**src/rtl/sli_pkg.sv**
```systemverilog
// sli_pkg: constants and carrier types for the status indicator block
// assumes a 250 MHz core clock; shared by the indicator top and its pin cell
package sli_pkg;

  // display modes, one-hot
  typedef enum logic [2:0] {
    SLI_MODE_ONE   = 3'h1,
    SLI_MODE_TWO   = 3'h2,
    SLI_MODE_THREE = 3'h4
  } sli_mode_t;

  // core clock rate and blink timing
  localparam int unsigned SLI_CLK_MHZ       = 250;
  localparam int unsigned SLI_BLINK_HALF_MS = 50;
  localparam int unsigned SLI_BLINK_CYCLES  = SLI_BLINK_HALF_MS * 1000 * SLI_CLK_MHZ;
  localparam int unsigned SLI_CNT_W         = 24;

  // pin index positions inside the three-pin vectors
  localparam int unsigned SLI_PIN_ACT   = 0;
  localparam int unsigned SLI_PIN_SPEED = 1;
  localparam int unsigned SLI_PIN_LINK  = 2;
  localparam int unsigned SLI_NPINS     = 3;

  // reset values
  localparam logic [2:0] SLI_DIR_RST = 3'h0;
  localparam logic       SLI_OFF     = 1'b0;

  // link state coming from the transceiver core
  typedef struct packed {
    logic link_good;
    logic speed_100;
    logic full_duplex;
    logic collision;
    logic tx_active;
    logic rx_active;
  } sli_status_t;

  // direct control from the management side, one bit per shared pin
  typedef struct packed {
    logic [2:0] indicator_off;  // indicator function disabled, pin is an event pin
    logic [2:0] event_dir_out;  // event pin drives when 1, listens when 0
    logic [2:0] event_out;      // value driven on an event output
  } sli_ctrl_t;

endpackage

```
**src/rtl/sli_pin_cell.sv**
```systemverilog
// sli_pin_cell: one shared indicator / event pin
// assumes all inputs synchronous to core_clk_i; output enable is low while driving
`timescale 1ns/1ps
`default_nettype none
module sli_pin_cell
  import sli_pkg::*;
(
  input  wire logic core_clk_i,
  input  wire logic nrst_i,
  input  wire logic clk_en_i,
  input  wire logic indicator_i,
  input  wire logic indicator_off_i,
  input  wire logic event_dir_out_i,
  input  wire logic event_out_i,
  input  wire logic pin_i,
  output logic      pin_o,
  output logic      pin_oe_n_o,
  output logic      event_in_o
);

  // pin drive: indicator value, or event value when repurposed
  always_ff @(posedge core_clk_i or negedge nrst_i)
  begin
    if (!nrst_i)
    begin
      pin_o      <= SLI_OFF;
      pin_oe_n_o <= 1'b0;
    end
    else if (clk_en_i)
    begin
      pin_o      <= indicator_off_i ? event_out_i : indicator_i;   // [RULE8]
      pin_oe_n_o <= indicator_off_i & ~event_dir_out_i;            // [RULE9]
    end
  end

  // event detect: pin level seen only while the pin listens
  always_ff @(posedge core_clk_i or negedge nrst_i)
  begin
    if (!nrst_i)
      event_in_o <= 1'b0;
    else if (clk_en_i)
      event_in_o <= indicator_off_i & ~event_dir_out_i & pin_i;    // [RULE9]
  end

endmodule
`default_nettype wire

```
**src/rtl/sli_indicator.sv**
```systemverilog
// sli_indicator: three status indicator pins shared with event pins five to seven
// pin order: bit 0 activity (event five), bit 1 speed (event six), bit 2 link (event seven)
// every pin output is registered in its cell, one edge behind status_i
// assumes status inputs synchronous to core_clk_i; strap is stable around reset release
// assumes clk_en_i low freezes every register; mode_three_sel_i comes from a register
// limitation: the blink phase runs free, so a burst may wait up to half a period to blink
//
// Contract
// [RULE1] three indicator outputs; strap picks mode one or two, register picks three
// [RULE2] mode one: link indicator on while link good, off otherwise
// [RULE3] modes two and three: link indicator on when link good, blinks on activity
// [RULE4] speed indicator on at 100 Mb/s, off at 10 Mb/s, any mode
// [RULE5] mode one: activity indicator on during transmit or receive activity
// [RULE6] mode two: activity indicator shows collision detection
// [RULE7] mode three: activity indicator shows full duplex; the code lights it only while link good is also set
// [RULE8] software disables indicator function before using pins as event pins
// [RULE9] repurposed pin acts as event output or event input
// [RULE10] blink period fixed, derived from the core clock
`timescale 1ns/1ps
`default_nettype none
module sli_indicator
  import sli_pkg::*;
#(
  parameter int unsigned BLINK_CYCLES = SLI_BLINK_CYCLES
)
(
  input  wire logic        core_clk_i,
  input  wire logic        nrst_i,
  input  wire logic        clk_en_i,
  input  wire logic        mode_strap_i,     // 0 selects mode one, 1 mode two
  input  wire logic        mode_three_sel_i, // register setting selecting mode three
  input  wire sli_status_t status_i,
  input  wire sli_ctrl_t   ctrl_i,
  input  wire logic [2:0]  pin_i,
  output logic [2:0]       pin_o,
  output logic [2:0]       pin_oe_n_o,
  output logic [2:0]       event_in_o,
  output sli_mode_t        mode_o
);

  logic                 strap_taken_q;
  logic                 strap_q;
  logic                 strap_mode;
  sli_mode_t            mode_d;
  logic [SLI_CNT_W-1:0] blink_cnt_q;
  logic                 blink_wrap;
  logic                 blink_phase_q;
  logic                 blink_off;
  logic                 act_stretch_q;
  logic [SLI_CNT_W:0]   stretch_cnt_q;   // one bit wider: twice the half period needs it
  logic                 stretch_done;
  logic                 link_ind;
  logic                 speed_ind;
  logic                 act_ind;
  logic [2:0]           ind_d;
  logic                 activity;

  // traffic in either direction counts as activity
  assign activity = status_i.tx_active | status_i.rx_active;

  // strap caught at the first enabled edge after reset release, never under reset
  // reading the pin under reset could catch it while it is still settling
  always_ff @(posedge core_clk_i or negedge nrst_i)
  begin
    if (!nrst_i)
    begin
      strap_taken_q <= 1'b0;
      strap_q       <= 1'b0;
    end
    else if (clk_en_i && !strap_taken_q)
    begin
      strap_taken_q <= 1'b1;
      strap_q       <= mode_strap_i;                               // [RULE1]
    end
  end

  // strap as seen this edge: live level until the capture edge, held copy after
  assign strap_mode = strap_taken_q ? strap_q : mode_strap_i;

  // next mode: register choice overrides the strap
  // mode three has no strap value; only the register reaches it
  always_comb
  begin
    mode_d = SLI_MODE_ONE;
    if (mode_three_sel_i)
      mode_d = SLI_MODE_THREE;                                     // [RULE1]
    else if (strap_mode)
      mode_d = SLI_MODE_TWO;                                       // [RULE1]
    else
      mode_d = SLI_MODE_ONE;
  end

  // mode register; pins follow a mode change one edge after mode_o moves
  always_ff @(posedge core_clk_i or negedge nrst_i)
  begin
    if (!nrst_i)
      mode_o <= SLI_MODE_ONE;
    else if (clk_en_i)
      mode_o <= mode_d;
  end

  // end of one half period of the blink timebase
  assign blink_wrap = blink_cnt_q >= SLI_CNT_W'(BLINK_CYCLES - 1);

  // free-running blink timebase; half period is BLINK_CYCLES
  // phase starts low after reset, so the first dark phase comes one half period in
  always_ff @(posedge core_clk_i or negedge nrst_i)
  begin
    if (!nrst_i)
    begin
      blink_cnt_q   <= '0;
      blink_phase_q <= 1'b0;
    end
    else if (clk_en_i)
    begin
      if (blink_wrap)
      begin
        blink_cnt_q   <= '0;
        blink_phase_q <= ~blink_phase_q;                           // [RULE10]
      end
      else
        blink_cnt_q <= blink_cnt_q + 1'b1;
    end
  end

  // counter at zero: the stretched on-time has run out
  assign stretch_done = (stretch_cnt_q == '0);

  // stretch short bursts so a single frame still gives one visible blink;
  // twice the half period always overlaps dark phases for one half period in total
  always_ff @(posedge core_clk_i or negedge nrst_i)
  begin
    if (!nrst_i)
    begin
      act_stretch_q <= 1'b0;
      stretch_cnt_q <= '0;
    end
    else if (clk_en_i)
    begin
      if (activity)
      begin
        act_stretch_q <= 1'b1;                                     // [RULE10]
        stretch_cnt_q <= (SLI_CNT_W+1)'(2 * BLINK_CYCLES - 1);
      end
      else if (!stretch_done)
        stretch_cnt_q <= stretch_cnt_q - 1'b1;
      else
        act_stretch_q <= 1'b0;
    end
  end

  // link pin blinks dark only while activity is stretched and the phase is high
  assign blink_off = act_stretch_q & blink_phase_q;

  // link pin per mode; steady in mode one
  // a dropped link always wins over the blink
  always_comb
  begin
    link_ind = status_i.link_good;
    case (mode_o)
      SLI_MODE_ONE:
        link_ind = status_i.link_good;                             // [RULE2]
      SLI_MODE_TWO:
        link_ind = status_i.link_good & ~blink_off;                // [RULE3]
      SLI_MODE_THREE:
        link_ind = status_i.link_good & ~blink_off;                // [RULE3]
      default:
        link_ind = status_i.link_good;
    endcase
  end

  // activity pin per mode
  // duplex only means something while the link is up, so it is gated by it
  always_comb
  begin
    act_ind = 1'b0;
    case (mode_o)
      SLI_MODE_ONE:
        act_ind = activity;                                        // [RULE5]
      SLI_MODE_TWO:
        act_ind = status_i.collision;                              // [RULE6]
      SLI_MODE_THREE:
        act_ind = status_i.full_duplex & status_i.link_good;       // [RULE7]
      default:
        act_ind = 1'b0;
    endcase
  end

  // speed pin ignores the mode
  assign speed_ind = status_i.speed_100;                           // [RULE4]

  // gather the three pins in package order
  always_comb
  begin
    ind_d                = 3'h0;
    ind_d[SLI_PIN_LINK]  = link_ind;
    ind_d[SLI_PIN_SPEED] = speed_ind;
    ind_d[SLI_PIN_ACT]   = act_ind;
  end

  // one shared pin cell per indicator; the cell registers every output
  // so every top-level pin output comes straight from a flip-flop
  genvar g;
  generate
    for (g = 0; g < SLI_NPINS; g++)
    begin : g_pin
      sli_pin_cell u_cell (
        .core_clk_i      (core_clk_i),
        .nrst_i          (nrst_i),
        .clk_en_i        (clk_en_i),
        .indicator_i     (ind_d[g]),
        .indicator_off_i (ctrl_i.indicator_off[g]),                // [RULE8]
        .event_dir_out_i (ctrl_i.event_dir_out[g]),
        .event_out_i     (ctrl_i.event_out[g]),
        .pin_i           (pin_i[g]),
        .pin_o           (pin_o[g]),
        .pin_oe_n_o      (pin_oe_n_o[g]),
        .event_in_o      (event_in_o[g])
      );
    end
  endgenerate

endmodule
`default_nettype wire

```
**config.mk**
```make
export PLATFORM = sky130hd
export DESIGN_NAME = sli_indicator
export DESIGN_NICKNAME = d
export VERILOG_FILES = /design/src/rtl/sli_pkg.sv /design/src/rtl/sli_pin_cell.sv /design/src/rtl/sli_indicator.sv
export SDC_FILE = /design/constraint.sdc
export NUM_CORES = 1
export LEC_CHECK = 0
export BUFFER_PORTS_ARGS = -buffer_cell sky130_fd_sc_hd__buf_2
export CAP_MARGIN = 20
export CORE_AREA = 2 2 84 86
export DETAILED_ROUTE_END_ITERATION = 6
export DIE_AREA = 0 0 86 88
export HOLD_SLACK_MARGIN = 0.12
export PLACE_DENSITY = 0.83
export RECOVER_POWER = 50
export SYNTH_ARGS = -nofsm -noshare
export SYNTH_HDL_FRONTEND = slang
export SYNTH_SLANG_ARGS = --single-unit
```
**constraint.sdc**
```tcl
create_clock -name core_clk_i -period 1.7 [get_ports core_clk_i]
set_input_delay 0 -clock core_clk_i [delete_from_list [all_inputs] [get_ports core_clk_i]]
set_output_delay 0 -clock core_clk_i [all_outputs]
set_load 0.01 [all_outputs]
```
### Word-level counts from Yosys, hierarchy flattened

Index checks and enable logic that the tools add are counted.

* input port bits: 23
* output and inout bits: 12
* bits in registers: 65
* word-level logic and storage cells: 59

* $add $sub $neg: 2
* $lt $le $gt $ge: 1
* reduce and logical (&&, ||, !) cells: 8
* bitwise gates (word level): 15
* equality and inequality tests: 4
* muxes and demuxes: 13

Operators by type and width (number)
* 25-bit two-way mux: 2
* 25-bit logical NOT: 1
* 25-bit by 1-bit subtractor with 25-bit output (second input constant): 1
* 24-bit by 1-bit adder with 24-bit output (second input constant): 1
* 24-bit >= comparator (second input constant): 1
* 24-bit two-way mux: 1
* 1-bit AND: 9
* 1-bit two-way mux: 7
* 2-bit AND reduction: 3
* 1-bit inverter: 5
* 3-bit by 1-bit equality test with 1-bit output (second input constant): 1
* 3-bit by 2-bit equality test with 1-bit output (second input constant): 1
* 3-bit equality test (second input constant): 1
* 3-bit two-way mux: 1
* 1-bit case mux with 3 select lines: 1
* 2-bit two-way mux: 1
* 2-bit by 1-bit != test with 1-bit output (second input constant): 1
* 2-bit nonzero test: 1
* 2-bit OR reduction: 1
* 1-bit logical AND: 1
* 1-bit logical NOT: 1
* 1-bit bitwise OR: 1

### Logic depth before layout (Yosys ltp)

* depth after elaboration: 5
* depth in mapped cells: 8
* depth with buffers taken out: 7

### By module

From an unflattened synthesis, not the netlist that was laid out.

* cell total of the unflattened synthesis: 388
* area total of the unflattened synthesis: 3663.5 um^2

By module, submodules not included
* sli_indicator: seq. area each 1402.6 um^2, area an instance 3280.6 um^2, cells each 352, instances 1
* sli_pin_cell: seq. area each 75.1 um^2, area an instance 127.6 um^2, cells each 12, instances 3

### Worst setup path before layout

No wires, ideal clock.

* path type: reg2reg
* start: register stretch_cnt_q[17]
* end: register stretch_cnt_q[21]
* slack: -0.089 ns
* path buffers: 0
* required time: 1.631 ns
* period minus slack after synthesis: 1.789 ns
* cell stages (with the launch flop): 6
* setup time: 0.069 ns
* arrival time: 1.720 ns
* path through: dfrtp_1 nor4_4 nand2_2 or3_1 or4_1 nand3_1

* cells in the longest elaborated chain, start to end: 3
* elaborated cells on any way between the ends: 6
* classes of those cells: 1 x add/sub; 1 x eq/ne; 2 x mux; 2 x reduce/logical

Ends and longest elaborated chain
* start, declared: line sli_indicator.sv:50 `logic [SLI_CNT_W:0] stretch_cnt_q;`
* start signal, assigned: line sli_indicator.sv:143 `stretch_cnt_q <= (SLI_CNT_W+1)'(2 * BLINK_CYCLES - 1);`
* start signal, assigned: line sli_indicator.sv:146 `stretch_cnt_q <= stretch_cnt_q - 1'b1;`
* 25-bit by 1-bit subtractor with 25-bit output / 25-bit logical NOT (equally long branches): line sli_indicator.sv:146, sli_indicator.sv:127
* 25-bit two-way mux / 2-bit by 1-bit != test with 1-bit output (equally long branches)
* 25-bit two-way mux / 2-bit AND reduction (equally long branches)

Parallel ways exist; a longest one is shown, timed or not. The select of a mux whose other input is x is not followed.
A chain may end at the register's enable or synchronous reset.

### Worst setup path in the final report

* start: register stretch_cnt_q[0]
* end: register stretch_cnt_q[20]

Same word-level chain as after synthesis.

==> key figures <==
Synthesis
  • Most area-hungry cell type in the Yosys netlist: dfrtp_1
  • Post-synthesis cell area: 3432 µm²
  • Syn nets: 374
  • Multiplexer share of the synthesized area: 2.807%
  • Syn Inst Count: 348
  • Synth Area in Adders: 1.094%
  • EDFF count, synth: 0
  • Netlist cell types: 51
  • Top_reg_cell synth: dfrtp_1
  • Asr flop ratio synth: 100.0%
  • Syn_area_per_cell: 9.862 µm²
  • Synth Area in Simple Gates: 24.50%
  • Xor/xnor share of the synthesized area: 8.166%
  • Share of the synthesized area in the top cell type: 46.66%
  • Synth Warn #: 0
  • Sequential area share after synthesis: 47.43%
  • Yosys reg bits: 65
  • Main combinational cell family by area after synthesis: simple AND/OR/NAND/NOR gates
  • Synth area leaders: dfrtp_1 47%, xor2_1 4.3%, nor2_1 3.9%
  • Synth Area in Compound Gates: 10.17%

Power and ir drop
  • PD cells: 803.0 nW/µm²
  • Max rail drop VDD: 0.6910 mV
  • Static Leak: 2.209 nW

GRT
  • Antenna violations before repair: 0
  • Gr ovfl total: 0
  • Largest net degree at the start of global routing: 38
  • Vias in the first global route: 3473
  • First-pass GRT wire length: 16820 µm
  • Total track usage: 28.85%

CTS
  • Htree depth: 3
  • TritonCTS Sinks: 65
  • Clk buf depth: 2
  • Root Driver: clkbuf_8
  • Clk Latency, worst-skew pair: 0.35 ns
  • CTS Buf Count: 9
  • CTS tree: yes
  • Clock slew at reported path FFs: 0.07 ns

Die
  • Die Wd: 86 µm
  • Initial Util: 51.66%
  • Io pins: 35
  • Row Count: 30
  • Core area: 6644 µm²
  • Die area: 7568 µm²
  • Die H: 88 µm

Route
  • WL/cell: 22.57 µm
  • DRT Wirelength: 12770 µm
  • Vias per std cell: 6.408
  • DRC: 0
  • Vias: 3627
  • Drt initial violations: 422
  • DR pass1 iterations: 5
  • Post-DRT Antenna Nets: 0

STA
  • Finish-stage setup viols: 49
  • Fin. max-slew vios: 0
  • Slew HR: 20.35%
  • Tcrit/Tclk final: 118.3%
  • RSZ-0062 raised after global routing: yes
  • Setup TNS: -5.522 ns
  • Tightest Pin Transition: 1.195 ns
  • Peak Freq: 0.4971 GHz
  • Worst Slack Setup Final: -0.3115 ns
  • Clock Skew: 0.01387 ns
  • Final hold vios: 0
  • Min cycle time layout: 2.012 ns

Setup path
  • Crit start category: register
  • Setup crit end kind: register
  • R2R Setup Slk: -0.31 ns
  • Depth of the most critical reg-to-reg path: 8
  • CP Data Required Time: 1.93 ns
  • Reg2reg end: stretch_cnt_q[20]
  • Reg-to-Reg Start: stretch_cnt_q[0]
  • Crit path DAT: 2.24 ns
  • CP peak stage delay: 0.38 ns
  • Worst Path Max Fanout: 4
  • Slowest cell on the critical path: dfrtp_1
  • Critical path type: register to register
  • CP Cell Sequence: inv_2, ha_4, nor2b_1, and4_2, buf_4, nor4_1, xnor2_1, nand2_1

Cells and area
  • ANT cells: 0
  • Area delta synth->final: 51.73%
  • Non-Filler Cell Area, Final: 5207 µm²
  • Nets: 507
  • Final Non-Filler Cells: 566
  • Share of layout cells above drive strength 1: 47.12%

Place
  • IO Port Bufs: 34
  • Post-Place Cell Area: 4197 µm²
  • DP Cell Count: 507
  • GPL Wtd Cong: 0.8634
  • Dpl ws: -0.1718 ns
  • Hpwl dp: 5625 µm

Worst hold path
  • Hold Crit Start: ctrl_i[7]
  • Hold/Removal Path Class: input pin to register
  • Endpoint, Worst Hold: g_pin[1].u_cell.pin_oe_n_o
  • Hold path cells: 3

Status
  • Outcome: complete, but fails checks
  • Failing checks: negative setup slack

Run
  • Maxcap violations: 0
worst max-delay path by stage:
stage	to	cells after the start	start	slack, ns
after CTS	stretch_cnt_q[21]	6	stretch_cnt_q[17]	-0.14
final	stretch_cnt_q[20]	8	stretch_cnt_q[0]	-0.31
after detailed placement	stretch_cnt_q[13]	6	stretch_cnt_q[4]	-0.17
after floorplan	stretch_cnt_q[21]	5	stretch_cnt_q[17]	-0.09
after global routing	stretch_cnt_q[20]	8	stretch_cnt_q[0]	-0.35
after global placement	stretch_cnt_q[24]	5	stretch_cnt_q[21]	-0.16
report_power, final:
part	switching (mW)	internal, mW	total (mW)
Clock	0.596	0.909	1.51
Combinational	0.461	0.434	0.895
Sequential	0.118	1.66	1.78
routing by layer:
| metal | GRT usage (%) | vias to the layer above | share of wire (%) |
|---|---|---|---|
| met3 | 7.257 | 83 | 6.9 |
| met4 | 15.30 | 0 | 6.2 |
| met1 | 30.82 | 1794 | 34 |
| met5 | 0 | - | 0 |
| li1 | - | 1502 | - |
| met2 | 52.43 | 248 | 52 |
metrics by stage:
| stage | total power, mW | hold WS, ns | utilization (%) |
|---|---|---|---|
| final | 4.182 | 0.1504 | 78.38 |
| after global routing | 4.308 | 0.1831 | 78.38 |
| after CTS | 3.947 | 0.1209 | 73.16 |
| after detailed placement | 2.378 | -0.008707 | 63.16 |
| after global placement | 2.340 | -0.009174 | 63.16 |
| after floorplan | 2.090 | -0.2956 | - |
final cells by class:
cell class	instances	area, µm²
multi-input combinational	247	2027
inverter	12	45.04
tap	80	100.1
fill	330	1436
timing repair buffer	146	1184
sequential	65	1629
clock buffer	14	162.7
clock inverter	2	60.06
cells in the final DEF (no fill, tap or decap), types with 9 or more instances in the layout:
master / instances
dfrtp_1: 63
buf_6: 12
xnor2_1: 14
buf_4: 69
o21ai_0: 9
nand3_1: 15
nor2_1: 16
buf_2: 33
nand2_1: 23
nor2_2: 14
inv_1: 10
xor2_1: 15
dlygate4sd3_1: 23
clkbuf_8: 11
nand4_1: 11
cell usage after synthesis, drive strengths merged (2+ instances only):
| cell type | count |
|---|---|
| dfrtp | 64 |
| nor2 | 36 |
| nand2 | 26 |
| nand3 | 20 |
| buf | 19 |
| xor2 | 17 |
| a21oi | 15 |
| xnor2 | 15 |
| o21ai | 14 |
| inv | 12 |
| nand4 | 12 |
| o31ai | 9 |
| or4 | 9 |
| and3 | 8 |
| nor3 | 8 |
| nor4 | 6 |
| or3 | 6 |
| and4 | 5 |
| clkbuf | 5 |
| mux2 | 5 |
| mux2i | 4 |
| ha | 3 |
| nand3b | 3 |
| nor2b | 3 |
| a2111oi | 2 |
| a21o | 2 |
| a31o | 2 |
| a31oi | 2 |
| a41oi | 2 |
| nand2b | 2 |
| nor3b | 2 |
| or2 | 2 |
sequential cells by signal, indices dropped and copies added (netlist names), 3 cells and up:
signal / count
blink_cnt_q: 24
g_pin.u_cell.event_in_o: 3
g_pin.u_cell.pin_o: 3
g_pin.u_cell.pin_oe_n_o: 3
mode_o: 3
stretch_cnt_q: 25
critical path, delay by kind of cell (launching register included):
family,cells,cell delay [ns]
adder cells (fa/ha/maj),1,0.17
flip-flops,1,0.38
XOR/XNOR,1,0.19
buffers and inverters,2,0.26
AND/OR/NAND/NOR,4,0.91
kinds of logic after synthesis:
group / Yosys count
multiplexers: 9
XOR/XNOR: 32
adder cells (fa/ha/maj): 3
AO/OA/AOI/OAI: 53
buffers and inverters: 36
flip-flops: 65
AND/OR/NAND/NOR: 150
what timing repair did:
| action | 4_1_cts | 5_1_grt |
|---|---|---|
| pin swaps | 38 | 34 |
| resized for setup | 42 | 61 |
| setup buffers | 7 | 13 |
| endpoints found under the setup margin | 47 | 50 |
| cloned | 1 | 0 |
| hold buffers | 23 | 0 |
| hold endpoints to repair | 82 | 0 |
(Power assumes the default switching activity.)
